===== config.mk =====
export PLATFORM = sky130hd
export DESIGN_NAME = estc_trigger_ctrl
export DESIGN_NICKNAME = d
export VERILOG_FILES = /design/src/hw/estc_edge_detect.v /design/src/hw/estc_trigger_ctrl.v
export VERILOG_INCLUDE_DIRS = /design/src /design/src/shared
export SDC_FILE = /design/constraint.sdc
export NUM_CORES = 1
export LEC_CHECK = 0
export ABC_AREA = 1
export ABC_CLOCK_PERIOD_IN_PS = 4200
export BUFFER_PORTS_ARGS = -buffer_cell sky130_fd_sc_hd__buf_2
export CAP_MARGIN = 30
export CORE_MARGIN = 10
export CORE_UTILIZATION = 41
export CTS_BUF_LIST = sky130_fd_sc_hd__clkbuf_8 sky130_fd_sc_hd__clkbuf_16
export CTS_CLUSTER_DIAMETER = 50
export DETAILED_ROUTE_END_ITERATION = 6
export SYNTH_ARGS = -nofsm -noshare
export SYNTH_HDL_FRONTEND = slang
export SYNTH_SLANG_ARGS = --single-unit
export TNS_END_PERCENT = 30

===== constraint.sdc =====
create_clock -name clk -period 4.2 [get_ports clk]
set_input_delay 0 -clock clk [delete_from_list [all_inputs] [get_ports clk]]
set_output_delay 0 -clock clk [all_outputs]
set_load 0.05 [all_outputs]

===== src/shared/estc_regs.vh =====
// constants for the exposure start trigger controller
`ifndef ESTC_REGS_VH
`define ESTC_REGS_VH
// ----------------------------------------
// trigger source encodings
// ----------------------------------------
`define ESTC_SRC_SOFTWARE 3'h0
`define ESTC_SRC_USER_OUT 3'h1
`define ESTC_SRC_LINK 3'h2
`define ESTC_SRC_TIMER 3'h3
`define ESTC_SRC_LINE 3'h4
// ----------------------------------------
// edge select and exposure modes
// ----------------------------------------
`define ESTC_EDGE_RISING 1'b1
`define ESTC_EXP_TIMED 1'b0
`define ESTC_EXP_PULSE 1'b1
// ----------------------------------------
// counter widths and reset values
// ----------------------------------------
`define ESTC_CNT_W 32
`define ESTC_CNT_ZERO 32'h00000000
`define ESTC_CNT_ONE 32'h00000001
`endif


===== src/hw/estc_edge_detect.v =====
// synchroniser and edge detector for one trigger input
`timescale 1ns/1ps
module estc_edge_detect #(
	parameter SYNC = 1
) (
	input wire clk,
	input wire rst_n,
	input wire sig_in,
	input wire rising_sel,
	output wire level,
	output wire edge_pulse
);
	reg s1_r;
	reg s2_r;
	reg s3_r;
	wire lvl;
	// two flops for pins; same-domain inputs bypass them
	always @(posedge clk) begin
		if (!rst_n) begin
			s1_r <= 1'b0;
			s2_r <= 1'b0;
			s3_r <= 1'b0;
		end else begin
			s1_r <= sig_in;
			s2_r <= s1_r;
			s3_r <= lvl;
		end
	end
	assign lvl = SYNC ? s2_r : sig_in;
	assign level = lvl;
	// one cycle per qualifying transition
	assign edge_pulse = rising_sel ? (lvl & ~s3_r) : (~lvl & s3_r);
endmodule


===== src/hw/estc_trigger_ctrl.v =====
// exposure start trigger controller
`timescale 1ns/1ps
`include "estc_regs.vh"
module estc_trigger_ctrl #(
	parameter CW = `ESTC_CNT_W
) (
	input wire clk,
	input wire rst_n,
	input wire acq_start,
	input wire acq_stop,
	input wire trigger_mode_on,
	input wire [2:0] trigger_source,
	input wire edge_select,
	input wire exposure_mode,
	input wire timer_edge_activation,
	input wire [CW-1:0] exposure_cycles,
	input wire [CW-1:0] free_run_period,
	input wire [CW-1:0] min_frame_period,
	input wire [CW-1:0] timer_duration_cycles,
	input wire [CW-1:0] readout_cycles,
	input wire software_trigger,
	input wire user_output_source,
	input wire link_trigger_source,
	input wire timer_active_source,
	input wire external_line_source,
	output wire waiting_for_trigger,
	output reg exposure_active,
	output reg frame_start,
	output reg acquiring,
	output reg [CW-1:0] frame_count
);
	// ----------------------------------------
	// states
	// ----------------------------------------
	localparam ST_IDLE = 2'b00;
	localparam ST_WAIT = 2'b01;
	localparam ST_EXPOSE = 2'b10;
	localparam ST_READ = 2'b11;

	reg [1:0] state_r;
	reg [1:0] state_nxt;
	reg [CW-1:0] exp_cnt_r;
	reg [CW-1:0] rd_cnt_r;
	reg [CW-1:0] fr_cnt_r;
	reg pulse_mode_r;
	reg [2:0] src_r;
	reg stop_pend_r;
	reg [CW-1:0] exp_len;
	wire lvl_user;
	wire lvl_link;
	wire lvl_timer;
	wire lvl_line;
	wire e_user;
	wire e_link;
	wire e_timer;
	wire e_line;
	reg sel_edge;
	reg sel_level;
	reg use_pulse;
	wire [CW-1:0] fr_period;
	wire fr_fire;
	wire trig;
	wire accept;
	wire exp_done;
	wire rd_done;

	// ----------------------------------------
	// trigger inputs
	// ----------------------------------------
	// pins are synchronised; the user and timer bits are internal logic
	estc_edge_detect #(.SYNC(0)) u_user (
		.clk(clk), .rst_n(rst_n), .sig_in(user_output_source),
		.rising_sel(edge_select), .level(lvl_user), .edge_pulse(e_user)
	);
	estc_edge_detect #(.SYNC(1)) u_link (
		.clk(clk), .rst_n(rst_n), .sig_in(link_trigger_source),
		.rising_sel(edge_select), .level(lvl_link), .edge_pulse(e_link)
	);
	estc_edge_detect #(.SYNC(0)) u_timer (
		.clk(clk), .rst_n(rst_n), .sig_in(timer_active_source),
		.rising_sel(edge_select), .level(lvl_timer), .edge_pulse(e_timer)
	);
	estc_edge_detect #(.SYNC(1)) u_line (
		.clk(clk), .rst_n(rst_n), .sig_in(external_line_source),
		.rising_sel(edge_select), .level(lvl_line), .edge_pulse(e_line)
	);

	// source mux: the edge starts a frame, the level may end it
	always @* begin
		sel_edge = 1'b0;
		sel_level = 1'b0;
		case (trigger_source)
			`ESTC_SRC_SOFTWARE: begin
				sel_edge = software_trigger;
			end
			`ESTC_SRC_USER_OUT: begin
				sel_edge = e_user;
				sel_level = lvl_user;
			end
			`ESTC_SRC_LINK: begin
				sel_edge = e_link;
				sel_level = lvl_link;
			end
			`ESTC_SRC_TIMER: begin
				sel_edge = e_timer;
				sel_level = lvl_timer;
			end
			`ESTC_SRC_LINE: begin
				sel_edge = e_line;
				sel_level = lvl_line;
			end
			default: begin
				sel_edge = 1'b0;
				sel_level = 1'b0;
			end
		endcase
	end

	// ----------------------------------------
	// free-run generator
	// ----------------------------------------
	// slower of configured and minimum period wins
	assign fr_period = (free_run_period < min_frame_period) ?
		min_frame_period : free_run_period;
	assign fr_fire = (fr_cnt_r >= fr_period - `ESTC_CNT_ONE);
	always @(posedge clk) begin
		if (!rst_n || state_r == ST_IDLE || trigger_mode_on) begin
			fr_cnt_r <= `ESTC_CNT_ZERO;
		end else if (fr_fire) begin
			fr_cnt_r <= `ESTC_CNT_ZERO;
		end else begin
			fr_cnt_r <= fr_cnt_r + `ESTC_CNT_ONE;
		end
	end

	// internal trigger when off, selected source when on
	assign trig = trigger_mode_on ? sel_edge : fr_fire;
	// a stop in the same cycle wins, so no start pulse without an exposure
	assign accept = (state_r == ST_WAIT) && trig && !stop_pend_r &&
		!acq_stop;
	assign waiting_for_trigger = (state_r == ST_WAIT);

	// exposure length selection per mode and source
	always @* begin
		use_pulse = 1'b0;
		exp_len = exposure_cycles;
		if (trigger_mode_on && trigger_source != `ESTC_SRC_SOFTWARE &&
			exposure_mode == `ESTC_EXP_PULSE) begin
			if (trigger_source == `ESTC_SRC_TIMER && timer_edge_activation) begin
				exp_len = timer_duration_cycles;
			end else begin
				use_pulse = 1'b1;
			end
		end
	end

	// pulse width ends when the level returns to inactive
	assign exp_done = pulse_mode_r ?
		(sel_level != edge_select || src_r != trigger_source) :
		(exp_cnt_r <= `ESTC_CNT_ONE);
	assign rd_done = (rd_cnt_r <= `ESTC_CNT_ONE);

	// ----------------------------------------
	// acquisition state machine
	// ----------------------------------------
	always @* begin
		state_nxt = state_r;
		case (state_r)
			ST_IDLE: begin
				if (acq_start) state_nxt = ST_WAIT;
			end
			ST_WAIT: begin
				if (acq_stop || stop_pend_r) state_nxt = ST_IDLE;
				else if (accept) state_nxt = ST_EXPOSE;
			end
			ST_EXPOSE: begin
				if (exp_done) state_nxt = ST_READ;
			end
			ST_READ: begin
				// readout must finish before next frame; stop waits for it
				if (rd_done) state_nxt = (stop_pend_r || acq_stop) ? ST_IDLE : ST_WAIT;
			end
			default: begin
				state_nxt = ST_IDLE;
			end
		endcase
	end

	always @(posedge clk) begin
		if (!rst_n) begin
			state_r <= ST_IDLE;
			exp_cnt_r <= `ESTC_CNT_ZERO;
			rd_cnt_r <= `ESTC_CNT_ZERO;
			pulse_mode_r <= 1'b0;
			src_r <= `ESTC_SRC_SOFTWARE;
			stop_pend_r <= 1'b0;
			exposure_active <= 1'b0;
			frame_start <= 1'b0;
			acquiring <= 1'b0;
			frame_count <= `ESTC_CNT_ZERO;
		end else begin
			state_r <= state_nxt;
			frame_start <= accept;
			exposure_active <= (state_nxt == ST_EXPOSE);
			acquiring <= (state_nxt != ST_IDLE);
			// stop is held off while a frame is in flight
			if (state_nxt == ST_IDLE) begin
				stop_pend_r <= 1'b0;
			end else if (acq_stop && state_r != ST_IDLE) begin
				stop_pend_r <= 1'b1;
			end
			if (accept) begin
				exp_cnt_r <= exp_len;
				pulse_mode_r <= use_pulse;
				src_r <= trigger_source;
				frame_count <= frame_count + `ESTC_CNT_ONE;
			end else if (state_r == ST_EXPOSE && exp_cnt_r != `ESTC_CNT_ZERO) begin
				exp_cnt_r <= exp_cnt_r - `ESTC_CNT_ONE;
			end
			if (state_r == ST_EXPOSE) begin
				rd_cnt_r <= readout_cycles;
			end else if (state_r == ST_READ && rd_cnt_r != `ESTC_CNT_ZERO) begin
				rd_cnt_r <= rd_cnt_r - `ESTC_CNT_ONE;
			end
		end
	end
endmodule


Word-level counts from Yosys, hierarchy flattened
Cells that the tools add are included.
{"block": "op_classes", "add_sub_neg": 5, "eq_ne": 10, "magnitude_cmp": 4, "n_reduce_logical": 28, "muxes": 24, "bitwise_logic": 17}
{"op": "2-to-1 mux 32 bit", "n": 7}
{"op": "subtractor 32 x 1 -> 32 bit (second input constant)", "n": 3}
{"op": "adder 32 x 1 -> 32 bit (second input constant)", "n": 2}
{"op": "<= comparator 32 x 1 -> 1 bit (second input constant)", "n": 2}
{"op": "nonzero test 32 bit", "n": 2}
{"op": "greater-or-equal comparator 32 bit", "n": 1}
{"op": "< comparator 32 bit", "n": 1}
{"op": "2-to-1 mux 2 bit", "n": 5}
{"op": "logical AND 1 bit", "n": 9}
{"op": "2-to-1 mux 1 bit", "n": 9}
{"op": "inverter 1 bit", "n": 9}
{"op": "AND 1 bit", "n": 8}
{"op": "case mux 2 bit (4 select lines)", "n": 1}
{"op": "nonzero test 2 bit", "n": 4}
{"op": "equality test 2 bit (second input constant)", "n": 3}
{"op": "equality test 3 x 2 -> 1 bit (second input constant)", "n": 2}
{"op": "case mux 1 bit (5 select lines)", "n": 1}
{"op": "logical NOT 2 bit", "n": 2}
{"op": "logical OR 1 bit", "n": 4}
{"op": "case mux 1 bit (4 select lines)", "n": 1}
{"op": "OR reduction 2 bit", "n": 2}
{"op": "equality test 3 x 1 -> 1 bit (second input constant)", "n": 1}
{"op": "equality test 3 bit (second input constant)", "n": 1}
{"op": "logical NOT 1 bit", "n": 3}
{"op": "other kinds (5)", "n": 5}
{"block": "word_totals", "output_inout_bits": 36, "ff_bits": 146, "in_bits": 176, "elab_cells": 107}

Depth between registers and ports, before layout
Gate-level depths: netlist of run 1.
{"block": "logic_depth", "ltp_word": 13, "depth_mapped": 38, "depth_no_buf": 36}

Cells and area by module
A second synthesis of run 1 with hierarchy kept.
{"block": "hier_totals", "hier_cells": 1892, "hier_area_um2": 11860.1}
{"module": "estc_trigger_ctrl", "seq_area_each_um2": 2762.6, "area_per_inst_um2": 11504.8, "cells_per_inst": 1842, "n_inst": 1}
{"module": "estc_edge_detect at u_line ...", "seq_area_each_um2": 60.1, "area_per_inst_um2": 112.6, "cells_per_inst": 15, "n_inst": 2}
{"module": "estc_edge_detect at u_timer ...", "seq_area_each_um2": 20.0, "area_per_inst_um2": 65.1, "cells_per_inst": 10, "n_inst": 2}

Worst setup path before layout of run 1
OpenSTA, ideal clock, no wires.
{"block": "synth_timing", "path_kind": "input to register", "startpoint": "input min_frame_period[15]", "endpoint": "register exp_cnt_r[11]", "path_slack_ps": 553, "setup_time_ps": 132, "t_arrival_ps": 3514, "cell_stages": 34, "path_buffers": 3, "required_time_ps": 4068, "path_cell_list": "inv_1 ha_1 nand2_1 inv_1 nand3_1 inv_1 a21oi_1 nand2_2 nand2_4 nand2_4 buf_6 nand2_1 nand2_1 inv_1 ha_1 nand2_1 nor2_4 nand2_1 nor2_4 nand2_1 nand2_1 nand2_1 ha_1 nand2_1 inv_1 nand3_1 nor3_1 nand3_1 nand2_1 nand3_2 buf_2 buf_2 o21ai_0 a21oi_1"}
{"block": "synth_between", "elab_chain_len": 9, "word_cells_on_any_way": 10, "classes_between": "add/sub (1); order compare (2); mux (3); reduce/logical (4)"}
{"element": "start, declared", "line_no": "estc_trigger_ctrl.v:18", "rtl": "input wire [CW-1:0] min_frame_period,"}
{"element": "< comparator 32 bit", "line_no": "estc_trigger_ctrl.v:123", "rtl": "assign fr_period = (free_run_period < min_frame_period) ?"}
{"element": "2-to-1 mux 32 bit (*)", "line_no": "estc_trigger_ctrl.v:123"}
{"element": "subtractor 32 x 1 -> 32 bit (no line) (*)"}
{"element": "greater-or-equal comparator 32 bit (no line) (*)"}
{"element": "2-to-1 mux 1 bit (*)", "line_no": "estc_trigger_ctrl.v:137", "rtl": "assign trig = trigger_mode_on ? sel_edge : fr_fire;"}
{"element": "logical AND 1 bit (*) (3 in a row)", "line_no": "estc_trigger_ctrl.v:139", "rtl": "assign accept = (state_r == ST_WAIT) && trig && !stop_pend_r &&"}
{"element": "2-to-1 mux 32 bit / nonzero test 2 bit (equally long branches)"}
{"element": "end signal, assigned", "line_no": "estc_trigger_ctrl.v:192", "rtl": "exp_cnt_r <= `ESTC_CNT_ZERO;"}
{"element": "end signal, assigned", "line_no": "estc_trigger_ctrl.v:213", "rtl": "exp_cnt_r <= exp_len;"}
{"element": "end signal, assigned", "line_no": "estc_trigger_ctrl.v:218", "rtl": "exp_cnt_r <= exp_cnt_r - `ESTC_CNT_ONE;"}
{"element": "end, declared", "line_no": "estc_trigger_ctrl.v:42", "rtl": "reg [CW-1:0] exp_cnt_r;"}
Every way passes the cells marked *; elsewhere a longest branch is shown, timed or not.
A chain may end at the register's enable or synchronous reset.

Final worst setup path of run 1
{"block": "layout_timing", "startpoint": "input min_frame_period[29]", "endpoint": "register pulse_mode_r"}
{"block": "layout_between", "elab_chain_len": 8}
{"element": "< comparator 32 bit", "line_no": "estc_trigger_ctrl.v:123"}
{"element": "2-to-1 mux 32 bit (*)", "line_no": "estc_trigger_ctrl.v:123"}
{"element": "subtractor 32 x 1 -> 32 bit (no line) (*)"}
{"element": "greater-or-equal comparator 32 bit (no line) (*)"}
{"element": "2-to-1 mux 1 bit (*)", "line_no": "estc_trigger_ctrl.v:137"}
{"element": "logical AND 1 bit (*) (3 in a row)", "line_no": "estc_trigger_ctrl.v:139"}
{"element": "end signal, assigned", "line_no": "estc_trigger_ctrl.v:214", "rtl": "pulse_mode_r <= use_pulse;"}
{"element": "end, declared", "line_no": "estc_trigger_ctrl.v:45", "rtl": "reg pulse_mode_r;"}
Marks and branches as above.

==> results of run 1 <==
[worst max-delay path by stage]
stage                          to  slack (ns)
finish               pulse_mode_r        0.27
global route         pulse_mode_r       -0.03
CTS                  pulse_mode_r        0.03
detailed placement    stop_pend_r        0.05
global placement     exp_cnt_r[8]        0.13
floorplan           exp_cnt_r[11]        0.55
[per-stage QoR]
step / setup TNS [ns] / worst slack (ns) / power, W
3_3_place_gp: 0 / 0.1268 / 0.002868
5_1_grt: -0.02598 / -0.02598 / 0.004808
2_1_floorplan: 0 / 0.5533 / 0.002507
3_5_place_dp: 0 / 0.04589 / 0.002887
4_1_cts: 0 / 0.02665 / 0.004482
6_report: 0 / 0.2715 / 0.004486
[synth_stat cells (20+ instances only)]
master    instances
o21ai_0         103
nor2_2           20
ha_1             70
inv_1           245
nand4_1          26
dfxtp_1         146
nand2_1         529
xor2_1           74
nand2_2          23
nor2_1          223
clkbuf_1         35
nand3_1         121
buf_2            21
xnor2_1          21
a21oi_1         111
nor3_1           60
[cell families after synthesis]
family / count (synthesis) / synth area share [%]
mux: 4 / 0.3318
flops: 146 / 24.22
compound gates: 258 / 11.56
buf+inv: 317 / 10.46
fa+ha+maj: 70 / 7.258
simple gates: 1070 / 39.27
xor+xnor: 95 / 6.895
[state kept, by name (all words and copies together) (netlist names)]
signal           cells
exposure_active      1
state_r              2
acquiring            1
fr_cnt_r            32
frame_start          1
u_line.s1_r          1
rd_cnt_r            32
u_timer.s3_r         1
u_user.s3_r          1
u_line.level         1
exp_cnt_r           32
frame_count         32
u_line.s3_r          1
pulse_mode_r         1
u_link.level         1
u_link.s3_r          1
src_r                3
u_link.s1_r          1
stop_pend_r          1
[critical path, delay by kind of cell]
kind,cells,cell delay (ns)
buffers and inverters,7,1.24
AO/OA/AOI/OAI,1,0.15
adder cells (fa/ha/maj),3,0.74
AND/OR/NAND/NOR,21,2.16
[layout make-up]
| class | instances | area (µm²) | share of cell area (%) |
|---|---|---|---|
| Clock buffer | 17 | 425.4 | 2.810 |
| Timing Repair Buffer | 311 | 2148 | 14.19 |
| Inverter | 252 | 945.9 | 6.248 |
| Multi-Input combinational cell | 1497 | 8054 | 53.20 |
| Clock inverter | 15 | 162.7 | 1.074 |
| Tap cell | 384 | 480.5 | 3.174 |
| Sequential cell | 146 | 2923 | 19.31 |
[timing repair]
action / CTS / global route
endpoints found under the setup margin: 0 / 2
hold endpoints to repair: 46 / 0
gates resized for setup: 0 / 36
hold buffers: 52 / 0
setup buffers: 0 / 10
[report_power, final]
part	switching, W	leakage (nW)	internal [W]
Combinational	0.000883	5.95	0.000600
Sequential	0.0000385	1.18	0.00142
Clock	0.000696	0.288	0.000846
[per-layer routing]
layer	global-route usage [%]	wire, µm	vias to the layer above
met4	4.898	511	0
met5	0	0	-
met2	32.50	17120	303
met1	25.57	17250	5750
met3	3.480	1935	34
li1	-	-	6828
==> impl_metrics.yaml, run 1 <==
placement:
  dp.cells: 2524
  place.gp.congestion: 0.8769
  io_buffers: 211
  place_area_um2: 13680
  hpwl_um: 28210
synth:
  synth-main-ff-cell: "dfxtp_1"
  synth_cell_types: 52
  syn_area_per_cell_um2: 6.157
  yosys_warnings: 0
  synth.top_cell.area_share_pct: 24.22
  async_flop_share_pct: 0
  synth_nets: 2206
  syn_inst: 1960
  synth_enable_flop_cells: 0
  yosys-top-cells-area: "dfxtp_1 24%, nand2_1 16%, inv_1 7.6%"
  ys_ff_latch: 146
  synth_top_area_cell: "dfxtp_1"
  ys_seq_area_share_pct: 24.22
  netlist_area_um2: 12070
clocking:
  cts_buffers: 17
  insertion_delay_ns: 0.42
  h-tree-depth: 4
  cts.sinks: 146
  clk_path_buf_depth: 2
  cts_root_buffer: "clkbuf_16"
  cts_tree: "built"
  clk_pin_slew_ns: 0.07
setup_path:
  cp-start-kind: "input port"
  path_common_cell: "nand2_1"
  cp_slowest_cell: "dlygate4sd3_1"
  reg2reg_to: "exp_cnt_r[8]"
  crit_type: "input port to register"
  reg2regPathDepth: 11
  r2r_start: "exp_cnt_r[0]"
  critPathLaunch: "min_frame_period[29]"
  endpoint_kind: "register"
  r2r_setup_slack_ns: 1.28
  worstPathRequired_ns: 4.56
  critPathMaxFanout: 8
  worstPathArrival_ns: 4.29
  max_stage_delay_ns: 0.56
die:
  num_io_pins: 212
  start_util_pct: 41.82
  core_um2: 28860
  placementRows: 62
  die_width_um: 191.6
  die_h_um: 191.6
  die_area_um2: 36700
sta:
  setup_viol: 0
  clock.fmax_ghz: 0.2545
  finalHoldViolCount: 0
  clock_skew_ns: 0.01692
  fin_crit_ns: 3.929
  hold_slack_ns: 0.01333
  slew_headroom_pct: 32.50
  drv_slew: 0
  worst_slew_pin_slew_ns: 1.012
  period_share_pct: 93.54
drt:
  via_per_inst: 4.926
  wl_per_cell_um: 14.04
  vias: 12915
  drcViolationCount: 0
  first_pass_iters: 5
  wl_um: 36820
  drt-initial-drc-count: 692
  drtAntennaViolNets: 0
final_layout:
  final_common_cell: "nand2_1"
  drive_gt1_share_pct: 18.01
  final_cell_mix: "522 x nand2_1, 243 x inv_1, 216 x nor2_1"
  diodes: 0
  post-route-cell-area_um2: 15140
  fin_nets: 2471
  post-route-util_pct: 52.46
  syn2layout_area_growth_pct: 25.45
  num-fill-cells: 2983
  fin_cells: 2622
global_route:
  gr-usage-all-layers_pct: 19.55
  grt_max_degree: 49
  grt_pass1_vias: 12551
  grt.overflow.total: 0
  antenna_found_initial: 0
  grt_pass1_wl_um: 60600
worst_hold_path:
  hold_end: "exp_cnt_r[15]"
  min_from: "exposure_cycles[15]"
  hp-class: "input port to register"
  min_path_cells: 7
run:
  maxCapViolCount: 0
pwr:
  power_density_nw_per_um2: 296.3
  p_leak_nw: 7.417
  peakVddDrop_mv: 0.2787
status:
  status: "finished clean"
Note: power is estimated with default switching activity, not from simulation.
==> inputs of run 2 (changes only) <==
--- a/config.mk
+++ b/config.mk
@@ -6,8 +6,7 @@
 export SDC_FILE = /design/constraint.sdc
 export NUM_CORES = 1
 export LEC_CHECK = 0
-export ABC_AREA = 1
-export ABC_CLOCK_PERIOD_IN_PS = 4200
+export ABC_CLOCK_PERIOD_IN_PS = 4600
 export BUFFER_PORTS_ARGS = -buffer_cell sky130_fd_sc_hd__buf_2
 export CAP_MARGIN = 30
 export CORE_MARGIN = 10
@@ -15,6 +14,7 @@
 export CTS_BUF_LIST = sky130_fd_sc_hd__clkbuf_8 sky130_fd_sc_hd__clkbuf_16
 export CTS_CLUSTER_DIAMETER = 50
 export DETAILED_ROUTE_END_ITERATION = 6
+export SETUP_SLACK_MARGIN = 0.05
 export SYNTH_ARGS = -nofsm -noshare
 export SYNTH_HDL_FRONTEND = slang
 export SYNTH_SLANG_ARGS = --single-unit
==> constraint.sdc (replaced) <==
create_clock -name clk -period 4.6 [get_ports clk]
set_input_delay 0 -clock clk [delete_from_list [all_inputs] [get_ports clk]]
set_output_delay 0 -clock clk [all_outputs]
set_load 0.05 [all_outputs]
==> impl_metrics.yaml, run 2 <==
die:
  placementRows: 58
  core_um2: 25180
  die_area_um2: 32400
  die_width_um: 180.0
  num_io_pins: 212
  start_util_pct: 41.68
  die_h_um: 180.0
synth:
  netlist_top_cells_count: "151 x nor2_1, 146 x dfxtp_1, 126 x nand2_1, 103 x a21oi_1, 91 x o21ai_0"
  synth_enable_flop_cells: 0
  syn_inst: 1373
  synth_nets: 1619
  synth.top_cell.area_share_pct: 27.85
  yosys-top-cells-area: "dfxtp_1 28%, ha_1 8.3%, xnor2_1 5.5%"
  synth-main-ff-cell: "dfxtp_1"
  syn_area_per_cell_um2: 7.644
  yosys_warnings: 0
  ys_seq_area_share_pct: 27.85
  netlist_area_um2: 10500
  synth_top_area_cell: "dfxtp_1"
  synth_cell_types: 65
  yosysMostFrequentCell: "nor2_1"
  ys_ff_latch: 146
  async_flop_share_pct: 0
sta:
  clock.fmax_ghz: 0.2107
  clock_skew_ns: 0.01537
  worst_slew_pin_slew_ns: 0.9120
  hold_slack_ns: -0.002860
  finalHoldViolCount: 2
  tns_ns: -3.299
  drv_slew: 0
  slew_headroom_pct: 39.19
  setup_viol: 55
  period_share_pct: 103.2
  worst_slack_ns: -0.1468
  fin_crit_ns: 4.747
  rsz0062_at_grt: "yes"
pwr:
  power_density_nw_per_um2: 256.0
  peakVddDrop_mv: 0.1967
  total_power_w: 0.003801
  p_leak_nw: 6.200
placement:
  hpwl_um: 23740
  place.gp.congestion: 0.8783
  io_buffers: 211
final_layout:
  fin_nets: 2019
  final_cell_mix: "212 x buf_2, 149 x nor2_1, 146 x dfxtp_1"
  syn2layout_area_growth_pct: 41.46
  drive_gt1_share_pct: 26.65
  final_common_cell: "buf_2"
  num-fill-cells: 2308
clocking:
  clk_path_buf_depth: 2
  h-tree-depth: 4
  cts_tree: "built"
  cts.sinks: 146
  insertion_delay_ns: 0.43
  cts_root_buffer: "clkbuf_16"
  cts_buffers: 17
  clk_pin_slew_ns: 0.06
drt:
  via_per_inst: 5.349
  wl_per_cell_um: 15.47
  drtAntennaViolNets: 0
  drcViolationCount: 0
  vias: 11334
  wl_um: 32780
  first_pass_iters: 5
  drt-initial-drc-count: 693
status:
  failed_checks: "hold timing, setup timing"
  status: "complete, but fails checks"
setup_path:
  critPathMaxFanout: 5
  worstPathRequired_ns: 4.95
  crit_type: "input port to register"
  cp-start-kind: "input port"
  endpoint_kind: "register"
  worstPathArrival_ns: 5.09
global_route:
  grt_pass1_vias: 11246
  grt.overflow.total: 0
  grt_pass1_wl_um: 54010
  antenna_found_initial: 3
  gr-usage-all-layers_pct: 19.34
  grt_max_degree: 56
worst_hold_path:
  hp-class: "input port to register"
run:
  maxCapViolCount: 0
## run 2: cell count changes in the layout (fill, tap and decap cells not counted), moves of 44 or more
cell     before  now
nand3_1     120   45
xnor2_1      21   65
nand2_1     522  124
inv_1       243   48
buf_4        32  128
nor2_1      216  149
## run 2: worst max-delay path: stages
cell	delay [ns]
buf_12	0.09
inv_12	0.03
ha_4	0.23
a2111oi_4	0.29
nor4_2	0.08
nor3_2	0.19
o21ai_2	0.12
a211oi_4	0.36
mux2i_2	0.29
ha_2	0.22
nand4_1	0.13
or3_4	0.38
nor4_4	0.22
buf_4	0.17
nand4_1	0.09
nand3_1	0.10
o21ai_1	0.07
ha_1	0.34
and4_1	0.22
buf_4	0.11
nand4_1	0.15
o21ai_4	0.23
nand4_1	0.23
buf_6	0.22
or4_1	0.39
a21oi_1	0.12
## run 2: logic make-up after synthesis
logic type	share of synthesized area, %
simple gates	27.59
compound gates	18.42
flops	27.85
xor+xnor	10.18
buf+inv	4.089
fa+ha+maj	8.345
mux	3.529
## run 2: power by group
part           total, W  switching, W  internal [W]
clock           0.00149      0.000557      0.000936
sequential      0.00133     0.0000354       0.00130
combinational  0.000976      0.000524      0.000452
total           0.00380       0.00112       0.00269
## run 2: through the flow
step	hold slack (ns)	cell area [µm²]	std cells	worst slack [ns]	utilization, %
after floorplan	0.1217	10640	1373	-0.3966	-
final	-0.002860	14850	2119	-0.1468	58.96
after global placement	0.2163	12830	1978	-0.8543	50.96
after CTS	0.0002673	14640	2106	-0.1504	58.12
after detailed placement	0.2153	12830	1978	-1.032	50.96
after global routing	0.01131	14840	2118	-0.4828	58.95
## run 2: path summary, 6_finish.rpt
check / from / to / slack (ns) / cells past startpoint
worst min-delay path: exposure_cycles[1] / exp_cnt_r[1] / -0.003 / 4
worst max-delay path: min_frame_period[1] / frame_count[19] / -0.15 / 26
worst min register to register: u_line.s1_r / u_line.level / 0.43 / 1
worst max register to register: state_r[0] / frame_count[19] / 1.52 / 8
## run 2: what timing repair did
item	CTS	global route
hold endpoints to repair	63	1
pin swaps	26	7
hold buffers	84	1
setup buffers	7	6
gates cloned	5	3
resized for setup	39	27
setup endpoints to repair	106	106
## run 2: final cells by class
type	instances	area [µm²]	area share, %
Timing Repair Buffer	441	3183	21.44
Clock buffer	19	452.9	3.051
Tap cell	330	412.9	2.781
Multi-Input combinational cell	1114	7471	50.32
Antenna cell	3	7.507	0.05056
Clock inverter	13	185.2	1.247
Sequential cell	146	2923	19.69
Inverter	53	211.5	1.424
## run 2: per-layer routing
layer  up-vias  share of wire [%]  global-route usage (%)
met4         0                1.5                   5.293
met2       276                 47                   32.77
met5         -                  0                       0
met1      5253                 47                   24.52
li1       5772                  -                       -
met3        33                4.6                   3.635
